==> src/rf_nvm_defines.svh <==
`ifndef RF_NVM_DEFINES_SVH
`define RF_NVM_DEFINES_SVH

// ------------------------------------------------------------
// Register byte offsets
// ------------------------------------------------------------
`define OFS_CMD 8'h00
`define OFS_STATUS 8'h04
`define OFS_ERR 8'h08
`define OFS_FRAME 8'h0C
`define OFS_CTRL 8'h10
`define OFS_RECEIVE_WAIT_DELAY 8'h14
`define OFS_PHASE 8'h18
`define OFS_COLLISION_POSITION 8'h1C
`define OFS_IRQ 8'h20

// ------------------------------------------------------------
// Command codes
// ------------------------------------------------------------
`define CMD_IDLE 6'h00
`define CMD_NVM_WRITE 6'h01
`define CMD_TRANSCEIVE 6'h1E

// ------------------------------------------------------------
// Field positions
// ------------------------------------------------------------
`define FRAME_OFFSET_LSB 4
`define CTRL_PAR_EN_BIT 0
`define CTRL_PAR_ODD_BIT 1
`define ERR_COLL_BIT 0
`define ERR_PARITY_BIT 1
`define ERR_FRAME_BIT 2
`define ERR_CRC_BIT 3
`define ERR_ACCESS_BIT 4
`define IRQ_TX_BIT 0
`define IRQ_RX_BIT 1

// ------------------------------------------------------------
// Link state codes
// ------------------------------------------------------------
`define LINK_IDLE 3'h0
`define LINK_TRANSITION 3'h4
`define LINK_RX_WAIT 3'h5
`define LINK_RX_ARMED 3'h6
`define LINK_RECEIVING 3'h7

// ------------------------------------------------------------
// Reset values, limits and timing
// ------------------------------------------------------------
`define CTRL_RST 2'h3
`define RECEIVE_WAIT_DELAY_RST 8'h06
`define PHASE_RST 8'h00
`define NVM_PROT_END 9'h010
`define CLK_PERIOD_NS 10
`define PROG_TIME_NS 5800000
`define PROG_CYCLES (`PROG_TIME_NS / `CLK_PERIOD_NS)

`endif

==> src/rf_nvm_pkg.sv <==
package rf_nvm_pkg;

  typedef enum logic [3:0] {
    cmd_idle = 4'h0,
    send_payload = 4'h1,
    rx_start_transition = 4'h2,
    rx_wait_phase = 4'h3,
    rx_armed = 4'h4,
    receiving = 4'h5,
    rx_finish_transition = 4'h6,
    nv_addr_lo = 4'h7,
    nv_addr_hi = 4'h8,
    nv_data = 4'h9
  } cmd_state_type;

  typedef struct packed {
    logic psel;
    logic penable;
    logic pwrite;
    logic [7:0] paddr;
    logic [31:0] pwdata;
  } apb_req_type;

  typedef struct packed {
    logic [31:0] prdata;
    logic pready;
    logic pslverr;
  } apb_rsp_type;

  typedef struct packed {
    logic sof;
    logic bad_sof;
    logic bit_valid;
    logic bit_val;
    logic coll;
    logic is_parity;
    logic frame_end;
    logic crc_bad;
    logic crc_short;
  } rx_dec_type;

  typedef struct packed {
    logic start;
    logic [4:0] block;
    logic [15:0] mask;
    logic [15:0][7:0] data;
  } nvm_req_type;

  typedef struct packed {
    cmd_state_type st;
    logic [5:0] cmd;
    logic [2:0] offset;
    logic [1:0] ctrl;
    logic [7:0] receive_wait_delay;
    logic [7:0] phase;
    logic [7:0] wait_cnt;
    logic [7:0] sh;
    logic [2:0] bitcnt;
    logic first_byte;
    logic first_par;
    logic par;
    logic drop;
    logic [2:0] lastbits;
    logic [7:0] collision_position;
    logic coll_seen;
    logic [7:0] dbits;
    logic [4:0] errs;
    logic [1:0] irq;
    logic [8:0] addr;
    logic [4:0] block;
    logic [15:0][7:0] buf_data;
    logic [15:0] mask;
    logic [19:0] prog_cnt;
    logic prog;
    logic prog_start;
    logic done;
    logic rd_pend;
    logic fifo_rd;
    logic fifo_wr;
    logic [7:0] fifo_wdata;
    logic tx_start;
    logic [31:0] prdata;
  } state_type;

endpackage

==> src/rf_frame_nvm.sv <==
// Contract
// - Nonzero offset shortens first byte, clears after
// - Offset zero packs a whole first byte; the last byte may be partial
// - Report valid bits of last byte
// - Offset nonzero: skip first parity check
// - Offset seven suppresses first byte
// - Missing start pattern sets frame error
// - Bad or short check block sets error
// - Wrong parity bit sets parity error
// - Bit collision sets collision error
// - Transceive sends then receives into FIFO
// - Wait delay and clock phase configurable
// - Readable three bit link state codes
// - Code 100 passed entering and leaving receive
// - Two address bytes, then data programmed
// - Memory write runs until idle command
// - Programming cycle 1..16 bytes, 5.8 ms
// - 16 byte buffer, start at end or empty
// - Done flag low while busy, irq on rise
// - Memory write unstoppable while not done
// - Block zero writes flag access error
// - Addresses wrap modulo 200h
// - Receive end returns idle, sets flags
// - Any error sets summary status bit
`include "rf_nvm_defines.svh"

module rf_frame_nvm #(
  parameter logic [19:0] PROG_CYCLES = 20'(`PROG_CYCLES)
) (
  // Clock and reset
  input wire logic clk_in,
  input wire logic nrst_in,
  // Register bus
  input wire rf_nvm_pkg::apb_req_type apb_in,
  output rf_nvm_pkg::apb_rsp_type apb_out,
  // Shared FIFO
  input wire logic fifo_empty_in,
  input wire logic [7:0] fifo_rdata_in,
  output logic fifo_rd_out,
  output logic fifo_wr_out,
  output logic [7:0] fifo_wdata_out,
  // Transmitter
  output logic tx_start_out,
  input wire logic [1:0] tx_phase_in,
  input wire logic tx_done_in,
  output logic [7:0] tx_rx_clock_phase_out,
  // Receiver decoder
  input wire logic bit_tick_in,
  input wire rf_nvm_pkg::rx_dec_type rx_dec_in,
  output logic rx_enable_out,
  // Non-volatile memory
  output rf_nvm_pkg::nvm_req_type nvm_out
);
  import rf_nvm_pkg::*;

  state_type s_ff;
  state_type nxt_s;
  logic wr_acc;
  logic start_prog;
  logic [4:0] err_set;
  logic [4:0] err_clr;
  logic [1:0] irq_set;
  logic [1:0] irq_clr;
  logic [7:0] rbyte;

  // ------------------------------------------------------------
  // Helpers
  // ------------------------------------------------------------
  function automatic logic is_mapped(input logic [7:0] a);
    case (a)
      `OFS_CMD, `OFS_STATUS, `OFS_ERR, `OFS_FRAME, `OFS_CTRL,
      `OFS_RECEIVE_WAIT_DELAY, `OFS_PHASE, `OFS_COLLISION_POSITION, `OFS_IRQ: is_mapped = 1'b1;
      default: is_mapped = 1'b0;
    endcase
  endfunction

  function automatic logic [2:0] link_code(input state_type s,
                                           input logic [1:0] txp);
    case (s.st)
      send_payload: link_code = {1'b0, txp};
      rx_start_transition: link_code = `LINK_TRANSITION;
      rx_finish_transition: link_code = `LINK_TRANSITION;
      rx_wait_phase: link_code = `LINK_RX_WAIT;
      rx_armed: link_code = `LINK_RX_ARMED;
      receiving: link_code = `LINK_RECEIVING;
      default: link_code = `LINK_IDLE;
    endcase
  endfunction

  function automatic logic in_write(input cmd_state_type st);
    in_write = (st == nv_addr_lo) || (st == nv_addr_hi) ||
               (st == nv_data);
  endfunction

  // ------------------------------------------------------------
  // Next state
  // ------------------------------------------------------------
  always_comb begin
    nxt_s = s_ff;
    err_set = 5'h00;
    err_clr = 5'h00;
    irq_set = 2'h0;
    irq_clr = 2'h0;
    start_prog = 1'b0;
    rbyte = fifo_rdata_in;
    nxt_s.fifo_rd = 1'b0;
    nxt_s.fifo_wr = 1'b0;
    nxt_s.tx_start = 1'b0;
    nxt_s.prog_start = 1'b0;
    wr_acc = apb_in.psel && apb_in.penable && apb_in.pwrite;

    // Read data is captured in the setup cycle so prdata is a flop
    // so a read shows its setup-cycle value
    if (apb_in.psel && !apb_in.penable) begin
      case (apb_in.paddr)
        `OFS_CMD: nxt_s.prdata = {26'h0, s_ff.cmd};
        `OFS_STATUS: nxt_s.prdata = {25'h0,
          link_code(s_ff, tx_phase_in),
          |s_ff.errs, s_ff.done, 2'h0};
        `OFS_ERR: nxt_s.prdata = {27'h0, s_ff.errs};
        `OFS_FRAME: nxt_s.prdata = {25'h0, s_ff.offset, 1'b0,
          s_ff.lastbits};
        `OFS_CTRL: nxt_s.prdata = {30'h0, s_ff.ctrl};
        `OFS_RECEIVE_WAIT_DELAY: nxt_s.prdata = {24'h0, s_ff.receive_wait_delay};
        `OFS_PHASE: nxt_s.prdata = {24'h0, s_ff.phase};
        `OFS_COLLISION_POSITION: nxt_s.prdata = {24'h0, s_ff.collision_position};
        `OFS_IRQ: nxt_s.prdata = {30'h0, s_ff.irq};
        default: nxt_s.prdata = 32'h0000_0000;
      endcase
    end

    // Programming timer; buffer is frozen while a cycle runs
    if (s_ff.prog) begin
      if (s_ff.prog_cnt == 20'h00000) begin
        nxt_s.prog = 1'b0;
        nxt_s.mask = 16'h0000;
      end else begin
        nxt_s.prog_cnt = s_ff.prog_cnt - 20'h00001;
      end
    end

    // FIFO fetch for the memory write command
    // One read in flight keeps bytes in order
    if (in_write(s_ff.st)) begin
      nxt_s.fifo_rd = !s_ff.rd_pend && !s_ff.fifo_rd && !fifo_empty_in &&
                      !s_ff.prog && !s_ff.prog_start;
    end
    nxt_s.rd_pend = s_ff.fifo_rd;

    case (s_ff.st)
      cmd_idle: begin
      end
      send_payload: begin
        if (tx_done_in) begin
          nxt_s.st = rx_start_transition;
        end
      end

      rx_start_transition: begin
        // Code 100 for one cycle
        nxt_s.st = rx_wait_phase;
        nxt_s.wait_cnt = s_ff.receive_wait_delay;
      end
      rx_wait_phase: begin
        if (bit_tick_in) begin
          nxt_s.wait_cnt = s_ff.wait_cnt - 8'h01;
          // Zero still arms after one tick
          if (s_ff.wait_cnt <= 8'h01) begin
            nxt_s.st = rx_armed;
          end
        end
      end

      rx_armed: begin
        if (rx_dec_in.sof || rx_dec_in.bad_sof) begin
          nxt_s.st = receiving;
          nxt_s.bitcnt = s_ff.offset;
          nxt_s.sh = 8'h00;
          nxt_s.first_byte = 1'b1;
          nxt_s.first_par = 1'b1;
          nxt_s.par = 1'b0;
          nxt_s.dbits = 8'h00;
          nxt_s.coll_seen = 1'b0;
          // A frame without its start pattern still runs to its end
          nxt_s.drop = rx_dec_in.bad_sof;
          err_set[`ERR_FRAME_BIT] = rx_dec_in.bad_sof;
        end
      end

      receiving: begin
        if (rx_dec_in.frame_end) begin
          if (s_ff.bitcnt != 3'h0 && !s_ff.drop) begin
            nxt_s.fifo_wr = 1'b1;
            nxt_s.fifo_wdata = s_ff.sh;
          end
          nxt_s.lastbits = s_ff.bitcnt;
          nxt_s.offset = 3'h0;
          err_set[`ERR_CRC_BIT] = rx_dec_in.crc_bad ||
                                  rx_dec_in.crc_short;
          irq_set[`IRQ_RX_BIT] = 1'b1;
          nxt_s.st = rx_finish_transition;
        end else if (rx_dec_in.bit_valid && rx_dec_in.is_parity) begin
          // Parity after a partial first byte cannot be trusted
          if (!(s_ff.first_par && s_ff.offset != 3'h0) &&
              s_ff.ctrl[`CTRL_PAR_EN_BIT] &&
              (rx_dec_in.coll || rx_dec_in.bit_val !=
               (s_ff.ctrl[`CTRL_PAR_ODD_BIT] ? ~s_ff.par : s_ff.par))) begin
            err_set[`ERR_PARITY_BIT] = 1'b1;
          end
          nxt_s.first_par = 1'b0;
          nxt_s.par = 1'b0;
        end else if (rx_dec_in.bit_valid) begin
          nxt_s.dbits = s_ff.dbits + 8'h01;
          if (rx_dec_in.coll) begin
            err_set[`ERR_COLL_BIT] = 1'b1;
            if (!s_ff.coll_seen) begin
              nxt_s.collision_position = s_ff.dbits + 8'h01;
              nxt_s.coll_seen = 1'b1;
            end
          end
          nxt_s.sh[s_ff.bitcnt] = rx_dec_in.bit_val;
          nxt_s.par = s_ff.par ^ rx_dec_in.bit_val;
          nxt_s.bitcnt = s_ff.bitcnt + 3'h1;
          if (s_ff.bitcnt == 3'h7) begin
            nxt_s.fifo_wr = !s_ff.drop &&
              !(s_ff.first_byte && s_ff.offset == 3'h7);
            nxt_s.fifo_wdata = {rx_dec_in.bit_val, s_ff.sh[6:0]};
            nxt_s.sh = 8'h00;
            nxt_s.first_byte = 1'b0;
          end
        end
      end

      rx_finish_transition: begin
        // Code 100 again on the way out
        nxt_s.st = cmd_idle;
        nxt_s.cmd = `CMD_IDLE;
      end

      nv_addr_lo: begin
        if (s_ff.rd_pend) begin
          nxt_s.addr[7:0] = rbyte;
          nxt_s.st = nv_addr_hi;
        end
      end
      nv_addr_hi: begin
        if (s_ff.rd_pend) begin
          // Upper bits drop, so addresses wrap
          nxt_s.addr[8] = rbyte[0];
          nxt_s.st = nv_data;
        end
      end
      nv_data: begin
        if (s_ff.rd_pend) begin
          if (s_ff.addr < `NVM_PROT_END) begin
            // Byte dropped, address still moves
            err_set[`ERR_ACCESS_BIT] = 1'b1;
          end else begin
            nxt_s.buf_data[s_ff.addr[3:0]] = rbyte;
            nxt_s.mask[s_ff.addr[3:0]] = 1'b1;
            nxt_s.block = s_ff.addr[8:4];
            start_prog = (s_ff.addr[3:0] == 4'hF);
          end
          nxt_s.addr = s_ff.addr + 9'h001;
        end else if (fifo_empty_in && !s_ff.fifo_rd && !s_ff.prog &&
                     !s_ff.prog_start && s_ff.mask != 16'h0000) begin
          start_prog = 1'b1;
        end
      end
      default: begin
        nxt_s.st = cmd_idle;
      end
    endcase

    // No FIFO reads while this runs
    if (start_prog) begin
      nxt_s.prog = 1'b1;
      nxt_s.prog_start = 1'b1;
      nxt_s.prog_cnt = PROG_CYCLES - 20'h00001;
    end

    // Done only when nothing is pending anywhere in the write path
    nxt_s.done = (s_ff.st == nv_data) && !s_ff.rd_pend && !s_ff.fifo_rd &&
                 fifo_empty_in && !s_ff.prog && !s_ff.prog_start &&
                 !start_prog && s_ff.mask == 16'h0000 &&
                 nxt_s.st == nv_data;
    // Same edge as done, seen together
    irq_set[`IRQ_TX_BIT] = nxt_s.done && !s_ff.done;

    // Register writes
    if (wr_acc) begin
      case (apb_in.paddr)
        `OFS_CMD: begin
          // A running write cannot be cut off before it is done
          if (!(in_write(s_ff.st) && !s_ff.done)) begin
            case (apb_in.pwdata[5:0])
              `CMD_TRANSCEIVE: begin
                nxt_s.st = send_payload;
                nxt_s.cmd = `CMD_TRANSCEIVE;
                nxt_s.tx_start = 1'b1;
                nxt_s.lastbits = 3'h0;
                nxt_s.collision_position = 8'h00;
                err_clr = 5'h1F;
              end
              `CMD_NVM_WRITE: begin
                nxt_s.st = nv_addr_lo;
                nxt_s.cmd = `CMD_NVM_WRITE;
                nxt_s.done = 1'b0;
                nxt_s.mask = 16'h0000;
                err_clr = 5'h1F;
              end
              `CMD_IDLE: begin
                nxt_s.st = cmd_idle;
                nxt_s.cmd = `CMD_IDLE;
                nxt_s.done = 1'b0;
              end
              default: begin
              end
            endcase
          end
        end
        `OFS_FRAME: nxt_s.offset = apb_in.pwdata[6:4];
        `OFS_CTRL: nxt_s.ctrl = apb_in.pwdata[1:0];
        `OFS_RECEIVE_WAIT_DELAY: nxt_s.receive_wait_delay = apb_in.pwdata[7:0];
        `OFS_PHASE: nxt_s.phase = apb_in.pwdata[7:0];
        `OFS_IRQ: irq_clr = apb_in.pwdata[1:0];
        default: begin
        end
      endcase
    end

    // Hardware set wins over a clear in the same cycle
    nxt_s.errs = (s_ff.errs & ~err_clr) | err_set;
    nxt_s.irq = (s_ff.irq & ~irq_clr) | irq_set;
  end

  // ------------------------------------------------------------
  // State register
  // ------------------------------------------------------------
  always_ff @(posedge clk_in or negedge nrst_in) begin
    if (!nrst_in) begin
      // Only settings leave reset nonzero
      s_ff <= '0;
      s_ff.st <= cmd_idle;
      s_ff.ctrl <= `CTRL_RST;
      s_ff.receive_wait_delay <= `RECEIVE_WAIT_DELAY_RST;
      s_ff.phase <= `PHASE_RST;
    end else begin
      s_ff <= nxt_s;
    end
  end

  // ------------------------------------------------------------
  // Outputs
  // ------------------------------------------------------------
  assign apb_out.prdata = s_ff.prdata;
  // Zero wait states
  assign apb_out.pready = apb_in.psel && apb_in.penable;
  assign apb_out.pslverr = apb_in.psel && apb_in.penable &&
                           !is_mapped(apb_in.paddr);
  assign fifo_rd_out = s_ff.fifo_rd;
  assign fifo_wr_out = s_ff.fifo_wr;
  assign fifo_wdata_out = s_ff.fifo_wdata;
  assign tx_start_out = s_ff.tx_start;
  assign tx_rx_clock_phase_out = s_ff.phase;
  // Receiver on only when armed or busy
  assign rx_enable_out = (s_ff.st == rx_armed) || (s_ff.st == receiving);
  assign nvm_out.start = s_ff.prog_start;
  assign nvm_out.block = s_ff.block;
  assign nvm_out.mask = s_ff.mask;
  assign nvm_out.data = s_ff.buf_data;

endmodule

==> config.mk <==
export PLATFORM = sky130hd
export DESIGN_NAME = rf_frame_nvm
export DESIGN_NICKNAME = d
export VERILOG_FILES = /design/src/rf_nvm_pkg.sv /design/src/rf_frame_nvm.sv
export VERILOG_INCLUDE_DIRS = /design/src
export SDC_FILE = /design/constraint.sdc
export NUM_CORES = 1
export LEC_CHECK = 0
export BUFFER_PORTS_ARGS = -buffer_cell sky130_fd_sc_hd__clkbuf_2
export CORE_MARGIN = 5
export CORE_UTILIZATION = 56
export CTS_CLUSTER_DIAMETER = 120
export CTS_CLUSTER_SIZE = 16
export DETAILED_ROUTE_END_ITERATION = 8
export HOLD_SLACK_MARGIN = 0.12
export PLACE_DENSITY = 0.78
export SETUP_SLACK_MARGIN = 0.05
export SLEW_MARGIN = 5
export SYNTH_ARGS = -nofsm -noshare
export SYNTH_HDL_FRONTEND = slang
export SYNTH_SLANG_ARGS = --single-unit
==> constraint.sdc <==
create_clock -name clk_in -period 2.6 [get_ports clk_in]
set_input_delay 0.39 -clock clk_in [delete_from_list [all_inputs] [get_ports clk_in]]
set_output_delay 0.39 -clock clk_in [all_outputs]
set_load 0.05 [all_outputs]
==> metrics.md <==
| Metric | Value |
|---|---|
| CTS Root Buffer Type | `sky130_fd_sc_hd__clkbuf_16` |
| Largest clock skew in the final design | `9.85 ps` |
| DRT Pass-1 Iters | `7` |
| Internal Pwr Total | `6570 µW` |
| Slew headroom | `56.9%` |
| Crit path required time | `2990 ps` |
| Area of the mapped netlist | `14400 µm²` |
| Post-synthesis average cell area | `10.7 µm²` |
| Transition time at the pin with the least slew margin | `642 ps` |
| Path category of the worst min-delay check | `in -> reg` |
| # clock sinks | `282` |
| Worst reg2reg path endpoint | `fifo_wdata_out[1]$_DFFE_PN0P_` |
| Max VDD drop | `0.404 mV` |
| Kind of critical path | `reg -> reg` |
| Die Height | `170 µm` |
| Max Transition Viols Final | `0` |
| Routed length per placed instance | `19.8 µm` |
| Launch instance of the worst register-to-register path | `s_ff[257]$_DFFE_PN0P_` |
| Total setup violations reported at the end of the flow | `0` |
| Buffer levels on the longest clock path | `3` |
| Core Box Area | `25300 µm²` |
| Wire length of the first global-routing pass | `54400 µm` |
| Register-to-register setup slack | `230 ps` |
| Number of hold violations in the final report | `0` |
| Synthesis-stage register bit count | `282` |
| Clock tree from TritonCTS | `yes` |
| Flop pwr share | `51.7%` |
| Remaining routing DRC violations | `0` |
| Starting utilization of the core area | `57.0%` |
| Flip-flop cell with the highest count after synthesis | `sky130_fd_sc_hd__dfrtp_1` |
| Number of cells on the worst hold path | `2` |
| Number of buffers added on ports | `222` |
| Hold_buf cts | `2` |
| Total power | `9230 µW` |
| Utilization after layout | `59.9%` |
| Wirelength, routed | `34100 µm` |
| Initial detailed-routing violation count | `799` |
| Element type at the critical path start | `flip-flop` |
| FF-to-FF path depth | `6` |
| Maximum number of pins on one net before global-route repair | `78` |
| Yosys cell types | `84` |
| H-tree levels | `1` |
| Leakage | `0.00745 µW` |
| FMAX | `423 MHz` |
| Async S/R FF share, synth | `100%` |
| Total number of nets in the final design | `1454` |
| Combinational share of power | `15.4%` |
| Switching power share of the total | `28.8%` |
| Register clock-pin slew on the reported worst setup and hold paths | `70 ps` |
| Syn-to-layout area delta | `5.06%` |
| Post-CTS setup buffers | `0` |
| Instance count of the mapped netlist | `1340` |
| Vias in the first global route | `10.1k` |
| Weighted congestion reported at the end of routability-driven placement | `0.949` |
| DIE WIDTH | `170 µm` |
| Final critical path time including I/O delays and setup | `2370 ps` |
| Routed via count divided by cell count | `5.77` |
| Run status | `finished clean` |
| Number of gates resized after CTS | `0` |
| Net switching power | `2660 µW` |
| Worst-case hold slack | `148 ps` |
| Setup repair after global routing missed its margin | `false` |
| Aggregate negative setup slack | `0 ps` |
| Cell area power density | `611 nW/µm²` |
| Endpoint arrival time on the critical path | `2750 ps` |
| Endpoint with the worst hold slack | `s_ff[290]$_DFFE_PN0P_` |
| Total global-route track usage | `23.0%` |
| Hpwl dp | `24900 µm` |
| Warnings, synthesis | `0` |
| Number of max-capacitance violations reported | `0` |
| Standard-cell row count | `58` |
| Total CTS buffers | `21` |
| Final global-route overflow total | `0` |
| Worst-Skew Late Latency | `510 ps` |
| Crit path capture type | `flip-flop` |
| Number of I/O pins | `271` |
| Share of the clock period used by the worst path | `91.0%` |
| Seq/Total Area, Yosys | `49.1%` |
| Full die area | `29000 µm²` |
| Antenna Cells | `0` |
| Post-route antenna net violation count | `0` |
| Critical path fanouts, max | `11` |
| Beginning of the worst hold path | `apb_in[7]` |
| Antenna violations before repair | `0` |
| Fraction of final layout cells with drive strength greater than 1 | `33.5%` |
| Routed vias | `9930` |
| EDFF count, synth | `0` |
| Clock Power Share | `32.9%` |
## state kept, by name, summed over array words and instances (netlist names)
register,count
fifo_wdata_out,8
s_ff,105
fifo_wr_out,1
nvm_out,150
apb_out,8
fifo_rd_out,1
tx_rx_clock_phase_out,8
tx_start_out,1
## logic make-up after synthesis
family	share of synthesized area, %
and+or+nand+nor	12.9
other	0.0261
DFF	49.1
xor gates and xnor gates	1.16
adders and majority gates	0.957
buffers and inverters	13.1
AOI/OAI and AO/OA	9.77
muxes	12.9
## critical path, cell delays in order, from the launching register on
cell,delay [ps]
sky130_fd_sc_hd__dfrtp_1,590
sky130_fd_sc_hd__inv_2,150
sky130_fd_sc_hd__ha_1,210
sky130_fd_sc_hd__a211oi_1,420
sky130_fd_sc_hd__nor2_1,110
sky130_fd_sc_hd__nor2_2,370
sky130_fd_sc_hd__mux2_2,390
## cell usage after synthesis, types with 4 or more instances
cell type / count / area (µm²)
sky130_fd_sc_hd__and3_1: 25 / 156
sky130_fd_sc_hd__nor4b_1: 4 / 35.0
sky130_fd_sc_hd__o31ai_1: 6 / 45.0
sky130_fd_sc_hd__and4_1: 4 / 35.0
sky130_fd_sc_hd__clkbuf_1: 32 / 120
sky130_fd_sc_hd__o22ai_1: 7 / 43.8
sky130_fd_sc_hd__or4_1: 8 / 60.1
sky130_fd_sc_hd__nand3_1: 36 / 180
sky130_fd_sc_hd__a22o_1: 11 / 96.3
sky130_fd_sc_hd__mux2_2: 158 / 1780
sky130_fd_sc_hd__nand2_1: 80 / 300
sky130_fd_sc_hd__xor2_1: 11 / 96.3
sky130_fd_sc_hd__buf_2: 24 / 120
sky130_fd_sc_hd__or3_1: 7 / 43.8
sky130_fd_sc_hd__nor3_1: 18 / 90.1
sky130_fd_sc_hd__dfstp_2: 4 / 105
sky130_fd_sc_hd__a22oi_1: 11 / 82.6
sky130_fd_sc_hd__buf_4: 201 / 1510
sky130_fd_sc_hd__o41ai_1: 9 / 78.8
sky130_fd_sc_hd__nor3b_1: 4 / 30.0
sky130_fd_sc_hd__nand4_1: 9 / 56.3
sky130_fd_sc_hd__a211oi_1: 6 / 45.0
sky130_fd_sc_hd__and2_1: 7 / 43.8
sky130_fd_sc_hd__mux2i_1: 6 / 60.1
sky130_fd_sc_hd__nand2b_1: 11 / 68.8
sky130_fd_sc_hd__nor2b_1: 15 / 93.8
sky130_fd_sc_hd__a21oi_1: 63 / 315
sky130_fd_sc_hd__a31oi_1: 9 / 56.3
sky130_fd_sc_hd__o211ai_1: 4 / 30.0
sky130_fd_sc_hd__nor2_1: 80 / 300
sky130_fd_sc_hd__xnor2_1: 8 / 70.1
sky130_fd_sc_hd__ha_1: 11 / 138
sky130_fd_sc_hd__dfrtp_1: 278 / 6960
sky130_fd_sc_hd__nor4_1: 11 / 68.8
sky130_fd_sc_hd__inv_1: 29 / 109
sky130_fd_sc_hd__o21ai_0: 59 / 295
sky130_fd_sc_hd__buf_1: 8 / 30.0
## worst max path at each step
stage,startpoint,to,slack (ps),cells past startpoint
after floorplan,s_ff[303]$_DFF_PN0_,s_ff[259]$_DFFE_PN0P_,130,7
after global placement,s_ff[257]$_DFFE_PN0P_,fifo_wdata_out[5]$_DFFE_PN0P_,380,6
after detailed placement,s_ff[257]$_DFFE_PN0P_,fifo_wdata_out[1]$_DFFE_PN0P_,310,6
after CTS,s_ff[257]$_DFFE_PN0P_,fifo_wdata_out[1]$_DFFE_PN0P_,290,6
after global routing,s_ff[257]$_DFFE_PN0P_,fifo_wdata_out[1]$_DFFE_PN0P_,60,6
final,s_ff[257]$_DFFE_PN0P_,fifo_wdata_out[1]$_DFFE_PN0P_,230,6
## area by class of cell
class | instances | area, µm²
Fill cell | 2089 | 10100
Sequential cell | 282 | 7060
Multi-Input combinational cell | 786 | 5530
Timing Repair Buffer | 255 | 1410
Clock buffer | 36 | 582
Tap cell | 330 | 413
Inverter | 30 | 113
Clock inverter | 1 | 8.76
## cell usage in the layout (no fill, tap or decap), types with 6 or more instances in the layout
| cell type | netlist | final |
|---|---|---|
| sky130_fd_sc_hd__nand4_1 | 9 | 9 |
| sky130_fd_sc_hd__o41ai_1 | 9 | 9 |
| sky130_fd_sc_hd__xor2_1 | 11 | 11 |
| sky130_fd_sc_hd__nor2_1 | 80 | 80 |
| sky130_fd_sc_hd__o22ai_1 | 7 | 7 |
| sky130_fd_sc_hd__o21ai_0 | 59 | 59 |
| sky130_fd_sc_hd__dfrtp_1 | 278 | 278 |
| sky130_fd_sc_hd__a22oi_1 | 11 | 11 |
| sky130_fd_sc_hd__clkbuf_1 | 32 | 15 |
| sky130_fd_sc_hd__ha_1 | 11 | 11 |
| sky130_fd_sc_hd__nor3_1 | 18 | 18 |
| sky130_fd_sc_hd__or4_1 | 8 | 8 |
| sky130_fd_sc_hd__nand2_1 | 80 | 80 |
| sky130_fd_sc_hd__clkbuf_2 | 0 | 221 |
| sky130_fd_sc_hd__and2_1 | 7 | 7 |
| sky130_fd_sc_hd__a21oi_1 | 63 | 63 |
| sky130_fd_sc_hd__or3_1 | 7 | 7 |
| sky130_fd_sc_hd__and3_1 | 25 | 25 |
| sky130_fd_sc_hd__xnor2_1 | 8 | 8 |
| sky130_fd_sc_hd__buf_4 | 201 | 28 |
| sky130_fd_sc_hd__clkbuf_16 | 0 | 21 |
| sky130_fd_sc_hd__nand3_1 | 36 | 36 |
| sky130_fd_sc_hd__a22o_1 | 11 | 11 |
| sky130_fd_sc_hd__inv_1 | 29 | 29 |
| sky130_fd_sc_hd__mux2_2 | 158 | 158 |
| sky130_fd_sc_hd__nand2b_1 | 11 | 11 |
| sky130_fd_sc_hd__nor2b_1 | 15 | 15 |
| sky130_fd_sc_hd__conb_1 | 1 | 24 |
| sky130_fd_sc_hd__mux2i_1 | 6 | 6 |
| sky130_fd_sc_hd__nor4_1 | 11 | 11 |
| sky130_fd_sc_hd__a211oi_1 | 6 | 6 |
| sky130_fd_sc_hd__o31ai_1 | 6 | 6 |
| sky130_fd_sc_hd__a31oi_1 | 9 | 9 |
## metal layers
metal / part of all wire, % / track usage, % / wire length (µm) / vias up
met4: 2.1 / 5.76 / 733 / 0
met2: 49 / 38.2 / 16700 / 334
met3: 6.0 / 2.95 / 2060 / 51
met5: 0 / 0 / 0 / -
li1: - / - / - / 4547
met1: 43 / 32.5 / 14700 / 4998
## power by group through the flow
stage | logic, µW | registers [µW] | clock network (µW)
floorplan | 1070 | 4760 | 0
global placement | 1370 | 4850 | 0
detailed placement | 1410 | 4860 | 0
CTS | 1410 | 4770 | 3120
global route | 1560 | 4810 | 3280
finish | 1420 | 4780 | 3040
## stage by stage
stage | setup slack, ps | instance area [µm²] | instances
floorplan | 129 | 14500 | 1363
global placement | 378 | 14500 | 1681
detailed placement | 309 | 14500 | 1681
CTS | 291 | 15100 | 1720
global route | 62.1 | 15100 | 1720
finish | 234 | 15100 | 1720
Note: power is estimated with default switching activity, not from simulation.
